### config.mk
export PLATFORM = sky130hd
export DESIGN_NAME = lhc_link_host_control_register
export DESIGN_NICKNAME = d
export VERILOG_FILES = /design/src/common/lhc_pkg.sv /design/src/rtl/lhc_link_host_control_register.sv
export SDC_FILE = /design/constraint.sdc
export NUM_CORES = 1
export LEC_CHECK = 0
export BUFFER_PORTS_ARGS = -buffer_cell sky130_fd_sc_hd__buf_2
export CORE_MARGIN = 2
export CORE_UTILIZATION = 40
export DETAILED_ROUTE_END_ITERATION = 8
export PLACE_DENSITY_LB_ADDON = 0.08
export SKIP_LAST_GASP = 1
export SYNTH_ARGS = -nofsm -noshare
export SYNTH_HDL_FRONTEND = slang
export SYNTH_SLANG_ARGS = --single-unit
### constraint.sdc
create_clock -name i_mclk -period 2.38 [get_ports i_mclk]
set_input_delay 0.119 -clock i_mclk [delete_from_list [all_inputs] [get_ports i_mclk]]
set_output_delay 0.119 -clock i_mclk [all_outputs]
set_load 0.01 [all_outputs]
### src/common/lhc_pkg.sv
`default_nettype none
package lhc_pkg;
  localparam int unsigned AW = 8;
  localparam int unsigned DW = 32;
  localparam logic [AW-1:0] SET_OFS   = 8'h50;
  localparam logic [AW-1:0] CLEAR_OFS = 8'h54;
  localparam int unsigned SWAP_BIT   = 30;
  localparam int unsigned OWNER_BIT  = 23;
  localparam int unsigned ENH_BIT    = 22;
  localparam int unsigned POWER_BIT  = 19;
  localparam int unsigned POST_BIT   = 18;
  localparam int unsigned ATTACH_BIT = 17;
  localparam int unsigned REINIT_BIT = 16;
  localparam logic [DW-1:0] SETTABLE_MASK = 32'h404E0000;
  localparam logic [DW-1:0] CLEARABLE_MASK = 32'h40CE0000;
  localparam logic [DW-1:0] UNMAPPED_DATA = 32'h00000000;
  localparam logic SWAP_RST = 1'b0;
  localparam logic POST_RST = 1'b0;
  localparam int unsigned REINIT_NS = 1000;
  localparam int unsigned CLK_NS = 50;
  localparam int unsigned REINIT_CYC = (REINIT_NS + CLK_NS - 1) / CLK_NS;
  typedef struct packed {
    logic data_swap_disable;
    logic phy_config_owner_flag;
    logic phy_enhancement_on;
    logic link_power_state;
    logic write_posting_on;
    logic link_attach;
    logic local_reinit;
  } lhc_ctrl_type;
  typedef enum logic [1:0] {
    ST_IDLE   = 2'b01,
    ST_REINIT = 2'b10
  } lhc_state_type;
endpackage
`default_nettype wire

### src/rtl/lhc_link_host_control_register.sv
// Local design decision: the Avalon-MM slave port.
`default_nettype none
module lhc_link_host_control_register #(
  parameter int unsigned REINIT_CYCLES = lhc_pkg::REINIT_CYC
) (
  input  wire logic                   i_mclk,
  input  wire logic                   i_nrst,
  input  wire logic [lhc_pkg::AW-1:0] i_address,
  input  wire logic                   i_read,
  input  wire logic                   i_write,
  input  wire logic [lhc_pkg::DW-1:0] i_writedata,
  input  wire logic [3:0]             i_byteenable,
  input  wire logic                   i_eeprom_valid,
  input  wire logic                   i_eeprom_owner,
  output logic [lhc_pkg::DW-1:0]      o_readdata,
  output logic                        o_waitrequest,
  output logic                        o_data_swap_en,
  output logic                        o_phy_enhancement_on,
  output logic                        o_link_phy_allowed,
  output logic                        o_write_posting_on,
  output logic                        o_link_attached,
  output logic                        o_link_reinit
);

  // ************************************************************
  // bus slave
  // ************************************************************
  lhc_pkg::lhc_ctrl_type ctrl;
  lhc_pkg::lhc_state_type state;
  logic [15:0] reinit_cnt;
  logic [15:0] reinit_seen;
  logic        ack;
  logic        eeprom_s1;
  logic        eeprom_s2;
  logic        owner_s1;
  logic        owner_s2;
  logic [lhc_pkg::DW-1:0] wmask;
  logic [lhc_pkg::DW-1:0] cur;
  logic        wr_set;
  logic        wr_clr;

  // one wait cycle: every access answers on the second edge
  always_ff @(posedge i_mclk or negedge i_nrst) begin
    if (!i_nrst) begin
      ack <= 1'b0;
    end else begin
      ack <= (i_read || i_write) && !ack;
    end
  end
  assign o_waitrequest = (i_read || i_write) && !ack;

  always_comb begin
    wmask = {{8{i_byteenable[3]}}, {8{i_byteenable[2]}},
             {8{i_byteenable[1]}}, {8{i_byteenable[0]}}} & i_writedata;
  end

  assign wr_set = i_write && ack && (i_address == lhc_pkg::SET_OFS);
  assign wr_clr = i_write && ack && (i_address == lhc_pkg::CLEAR_OFS);

  always_comb begin
    cur = '0;
    cur[lhc_pkg::SWAP_BIT]   = ctrl.data_swap_disable;
    cur[lhc_pkg::OWNER_BIT]  = ctrl.phy_config_owner_flag;
    cur[lhc_pkg::ENH_BIT]    = ctrl.phy_enhancement_on;
    cur[lhc_pkg::POWER_BIT]  = ctrl.link_power_state;
    cur[lhc_pkg::POST_BIT]   = ctrl.write_posting_on;
    cur[lhc_pkg::ATTACH_BIT] = ctrl.link_attach;
    cur[lhc_pkg::REINIT_BIT] = ctrl.local_reinit;
  end

  always_ff @(posedge i_mclk or negedge i_nrst) begin
    if (!i_nrst) begin
      o_readdata <= lhc_pkg::UNMAPPED_DATA;
    end else if (i_read && !ack) begin
      if (i_address == lhc_pkg::SET_OFS || i_address == lhc_pkg::CLEAR_OFS) begin
        o_readdata <= cur;
      end else begin
        o_readdata <= lhc_pkg::UNMAPPED_DATA;
      end
    end
  end

  // ************************************************************
  // eeprom strap sync
  // ************************************************************
  always_ff @(posedge i_mclk or negedge i_nrst) begin
    if (!i_nrst) begin
      eeprom_s1 <= 1'b0;
      eeprom_s2 <= 1'b0;
      owner_s1  <= 1'b0;
      owner_s2  <= 1'b0;
    end else begin
      eeprom_s1 <= i_eeprom_valid;
      eeprom_s2 <= eeprom_s1;
      owner_s1  <= i_eeprom_owner;
      owner_s2  <= owner_s1;
    end
  end

  // ************************************************************
  // control bits
  // ************************************************************
  // the reinit sequence returns the link bits to hardware defaults but the
  // owner flag is an eeprom strap and survives it
  always_ff @(posedge i_mclk or negedge i_nrst) begin
    if (!i_nrst) begin
      ctrl.data_swap_disable     <= lhc_pkg::SWAP_RST;
      ctrl.phy_config_owner_flag <= 1'b0;
      ctrl.phy_enhancement_on    <= 1'b0;
      ctrl.link_power_state      <= 1'b0;
      ctrl.write_posting_on      <= lhc_pkg::POST_RST;
      ctrl.link_attach           <= 1'b0;
      ctrl.local_reinit          <= 1'b0;
    end else if (state == lhc_pkg::ST_REINIT) begin
      ctrl.data_swap_disable  <= lhc_pkg::SWAP_RST;
      ctrl.phy_enhancement_on <= 1'b0;
      ctrl.link_power_state   <= 1'b0;
      ctrl.write_posting_on   <= lhc_pkg::POST_RST;
      ctrl.link_attach        <= 1'b0;
      // clear writes cannot cut a reinit short: hardware owns this bit
      ctrl.local_reinit       <= (reinit_cnt != '0);
      if (wr_clr && wmask[lhc_pkg::OWNER_BIT]) begin
        ctrl.phy_config_owner_flag <= 1'b0;
      end
    end else begin
      ctrl.local_reinit <= wr_set && wmask[lhc_pkg::REINIT_BIT];
      if (eeprom_s2) begin
        ctrl.phy_config_owner_flag <= owner_s2;
      end else if (wr_clr && wmask[lhc_pkg::OWNER_BIT]) begin
        ctrl.phy_config_owner_flag <= 1'b0;
      end
      if (wr_set && wmask[lhc_pkg::SWAP_BIT]) begin
        ctrl.data_swap_disable <= 1'b1;
      end else if (wr_clr && wmask[lhc_pkg::SWAP_BIT]) begin
        ctrl.data_swap_disable <= 1'b0;
      end
      // guard keeps a careless driver from enabling without ownership
      if (wr_set && wmask[lhc_pkg::ENH_BIT]
          && ctrl.phy_config_owner_flag && ctrl.link_attach) begin
        ctrl.phy_enhancement_on <= 1'b1;
      end else if (wr_clr && wmask[lhc_pkg::ENH_BIT]) begin
        ctrl.phy_enhancement_on <= 1'b0;
      end
      if (wr_set && wmask[lhc_pkg::POWER_BIT]) begin
        ctrl.link_power_state <= 1'b1;
      end else if (wr_clr && wmask[lhc_pkg::POWER_BIT]) begin
        ctrl.link_power_state <= 1'b0;
      end
      if (wr_set && wmask[lhc_pkg::POST_BIT]) begin
        ctrl.write_posting_on <= 1'b1;
      end else if (wr_clr && wmask[lhc_pkg::POST_BIT]) begin
        ctrl.write_posting_on <= 1'b0;
      end
      if (wr_set && wmask[lhc_pkg::ATTACH_BIT]) begin
        ctrl.link_attach <= 1'b1;
      end else if (wr_clr && wmask[lhc_pkg::ATTACH_BIT]) begin
        ctrl.link_attach <= 1'b0;
      end
    end
  end

  // ************************************************************
  // reinit sequencer
  // ************************************************************
  always_ff @(posedge i_mclk or negedge i_nrst) begin
    if (!i_nrst) begin
      state      <= lhc_pkg::ST_IDLE;
      reinit_cnt <= '0;
    end else begin
      case (state)
        lhc_pkg::ST_IDLE: begin
          if (wr_set && wmask[lhc_pkg::REINIT_BIT]) begin
            state      <= lhc_pkg::ST_REINIT;
            reinit_cnt <= 16'(REINIT_CYCLES - 1);
          end
        end
        lhc_pkg::ST_REINIT: begin
          if (reinit_cnt == '0) begin
            state <= lhc_pkg::ST_IDLE;
          end else begin
            reinit_cnt <= reinit_cnt - 16'h0001;
          end
        end
        default: begin
          state <= lhc_pkg::ST_IDLE;
        end
      endcase
    end
  end

  // ************************************************************
  // reinit length monitor
  // ************************************************************
  // counts cycles spent in reinit so the length check needs no long repetition
  always_ff @(posedge i_mclk or negedge i_nrst) begin
    if (!i_nrst) begin
      reinit_seen <= '0;
    end else if (ctrl.local_reinit) begin
      reinit_seen <= reinit_seen + 16'h0001;
    end else begin
      reinit_seen <= '0;
    end
  end

  // ************************************************************
  // link side controls
  // ************************************************************
  assign o_data_swap_en       = !ctrl.data_swap_disable;
  assign o_phy_enhancement_on = ctrl.phy_enhancement_on;
  assign o_link_phy_allowed   = ctrl.link_power_state && !ctrl.local_reinit;
  assign o_write_posting_on   = ctrl.write_posting_on;
  assign o_link_attached      = ctrl.link_attach && !ctrl.local_reinit;
  assign o_link_reinit        = ctrl.local_reinit;
endmodule // lhc_link_host_control_register
`default_nettype wire

==> out/metrics.yaml <==
status: "complete, no violations"
syn_inst: 197
grt_max_degree: 38
cts.root.buffer_cell: "clkbuf_8"
ir_worst_vdd_mv: 0.226
pwr-share-comb: 0.065
hold_violations: 0
ant_nets: 0
finalWorstSetupSlack_ns: 0.432
clk_pin_slew_worst_paths_ns: 0.07
rows: 25
avgRoutedWirePerCell_um: 12.5
drt-total-wl_mm: 3.86
num_vias: 1491
layout-drive-gt1-share: 0.228
cp_slowest_cell: "or4_1"
gp_congestion: 0.800
syn_avg_cell_area_um2: 10.0
ctsHtreeMaxLevel: 2
cts_buffers: 5
grt_use_met3: 0.0352
utilization: 0.475
io_pins: 89
cp_data_required_time_ns: 2.59
met1_usage: 0.195
synth_area_mm2: 0.00198
critical_path_arrival_ns: 2.16
fmax_mhz: 513
drc: 0
cts.repair.resized: 0
syn_to_final_growth_pct: 14.1
grt_usage: 0.151
most-common-layout-cells: "36 x dfrtp_1, 36 x buf_2, 25 x conb_1, 14 x nor2_1, 13 x nand2_1"
crit_chain: "inv_1 -> ha_1 -> nor3b_1 -> o211ai_1 -> or4_1 -> a21oi_1"
antenna_found_initial: 0
crit_type: "reg2reg"
pwr-share-seq: 0.551
p_sw_frac: 0.227
reg2reg_depth: 6
synth_edf_count: 0
fp.dieArea_mm2: 0.00553
drv_slew: 0
fin_tns_setup_ns: 0
max_stage_delay_ns: 0.44
hp-start: "i_writedata[22]"
grt_pass1_vias: 1375
worstMarginPinSlew_ns: 0.822
core-area_mm2: 0.00475
drtIter0Drc: 79
p_clk_frac: 0.385
die_w_um: 74.3
crit_fanout: 5
tritoncts: "yes"
yosysWarnings: 0
finalCritPeriodShare: 0.819
drv_cap: 0
hold_path.class: "in2reg"
async_flop_share: 1.00
dr.pass1.iters: 4
clock_sinks: 37
drt-vias-per-instance: 4.84
hold_depth: 2
r2r_end: "reinit_cnt[14]$_DFFE_PN0P_"
place_ws_ns: 0.460
fin_skew_ns: 0.00539
dpl.hpwl_mm: 2.82
finalNetCount: 291
r2r_setup_slack_ns: 0.43
worstSetupEndpointType: "flip-flop"
gr-max-usage-layer: "met2"
die_y_um: 74.3
switchingPower_w: 0.000263
worstSkewPairLatency_ns: 0.29
p_leak_nw: 1.05
rsz0062_at_grt: "false"
io_buffers: 36
synth_seq_area_share: 0.468
diodes: 0
setup_viol: 0
cp-start-kind: "flip-flop"
min_period_ns: 1.95
clk_path_buf_depth: 2
power.internal_w: 0.000895
ys_types: 42
grt.met2_usage: 0.246
grt_pass1_wl_mm: 6.31
whs_endpoint: "o_phy_enhancement_on$_DFFE_PN0P_"
power_density_mw_per_mm2: 513
slew_headroom: 0.452
synth-seq-cells: 37
rr_startpoint: "reinit_cnt[0]$_DFFE_PN0P_"
fillers: 472
overflow: 0
initial_core_util: 0.416
ys.flop_type: "dfrtp_1"
[kinds of logic (layout without fill, tap and decap cells)]
group / after synthesis / in the layout / share of synthesized area
and+or+nand+nor: 79 / 79 / 0.233
DFF: 37 / 37 / 0.468
buffers and inverters: 36 / 56 / 0.123
AOI/OAI and AO/OA: 32 / 32 / 0.112
muxes: 11 / 11 / 0.0556
adders and majority gates: 1 / 1 / 0.00632
other: 1 / 25 / 0.00189
[per-stage QoR]
stage	power, W	cells	instance area (µm²)	hold slack [ns]
floorplan	0.000712	221	2070	-0.177
global placement	0.000722	297	2140	0.227
detailed placement	0.000722	297	2140	0.228
CTS	0.00117	308	2260	0.0378
global route	0.00120	308	2260	0.0484
finish	0.00116	308	2260	0.0396
[flip-flops by register name, summed over array words and instances, names as in the netlist]
| register | count |
|---|---|
| reinit_cnt | 16 |
| o_readdata | 7 |
| ctrl | 4 |
| state | 2 |
| ack | 1 |
| eeprom_s1 | 1 |
| eeprom_s2 | 1 |
| o_link_reinit | 1 |
| o_phy_enhancement_on | 1 |
| o_write_posting_on | 1 |
| owner_s1 | 1 |
| owner_s2 | 1 |
[what timing repair did]
action,CTS,global route
endpoints found under the hold margin,38,0
setup endpoints to repair,0,0
hold buffers,3,0
setup buffers,0,0
[layout make-up]
cell class | count | area, µm² | share of cell area
Sequential cell | 37 | 927 | 0.411
Multi-Input combinational cell | 148 | 898 | 0.398
Timing Repair Buffer | 43 | 240 | 0.106
Clock buffer | 8 | 90.1 | 0.0399
Tap cell | 67 | 83.8 | 0.0371
Inverter | 5 | 18.8 | 0.00831
[worst max-delay path by stage]
stage	endpoint	slack, ns	startpoint	cells after the start
floorplan	reinit_cnt[12]$_DFFE_PN0P_	0.71	reinit_cnt[0]$_DFFE_PN0P_	6
global placement	reinit_cnt[12]$_DFFE_PN0P_	0.49	reinit_cnt[0]$_DFFE_PN0P_	6
detailed placement	reinit_cnt[8]$_DFFE_PN0P_	0.46	reinit_cnt[0]$_DFFE_PN0P_	6
CTS	reinit_cnt[14]$_DFFE_PN0P_	0.45	reinit_cnt[0]$_DFFE_PN0P_	6
global route	reinit_cnt[4]$_DFFE_PN0P_	0.27	reinit_cnt[0]$_DFFE_PN0P_	6
finish	reinit_cnt[14]$_DFFE_PN0P_	0.43	reinit_cnt[0]$_DFFE_PN0P_	6
[power groups by stage]
stage / combinational, W / clock (W) / sequential, W
global placement: 0.0000722 / 0 / 0.000650
CTS: 0.0000762 / 0.000459 / 0.000638
detailed placement: 0.0000721 / 0 / 0.000650
global route: 0.0000864 / 0.000481 / 0.000638
finish: 0.0000750 / 0.000445 / 0.000638
floorplan: 0.0000633 / 0 / 0.000649
[worst max-delay path: cells and delay by family (launching register included)]
family | cells | cell delay, ns
adder cells (fa/ha/maj) | 1 | 0.18
buffers and inverters | 1 | 0.07
AO/OA/AOI/OAI | 2 | 0.40
AND/OR/NAND/NOR | 2 | 0.81
flip-flops | 1 | 0.41
[routing by layer]
metal  share of wire  up-vias
met5               0        -
met4           0.010        0
met3           0.066        4
met2            0.44       53
met1            0.48      688
li1                -      746
[cells in the mapped netlist (2+ instances only)]
library cell / n / area share
and3_1: 2 / 0.0063
nand2_1: 13 / 0.025
nor4_1: 4 / 0.013
nor3_1: 5 / 0.013
or3_1: 3 / 0.0095
buf_4: 25 / 0.095
dfrtp_1: 36 / 0.46
o21ai_0: 7 / 0.018
mux2i_1: 11 / 0.056
or4_4: 2 / 0.011
or2_2: 3 / 0.0095
a21oi_1: 7 / 0.018
nor2_1: 14 / 0.027
nand2b_1: 5 / 0.016
nor2b_1: 3 / 0.0095
nand4b_1: 2 / 0.0089
o211ai_1: 3 / 0.011
or4_1: 3 / 0.011
nand3_1: 4 / 0.010
a22o_1: 7 / 0.031
inv_1: 5 / 0.0095
nor4bb_1: 2 / 0.010
buf_6: 2 / 0.011
clkbuf_1: 4 / 0.0076
o31ai_1: 2 / 0.0076
nand4_1: 7 / 0.022
(Power assumes the default switching activity.)
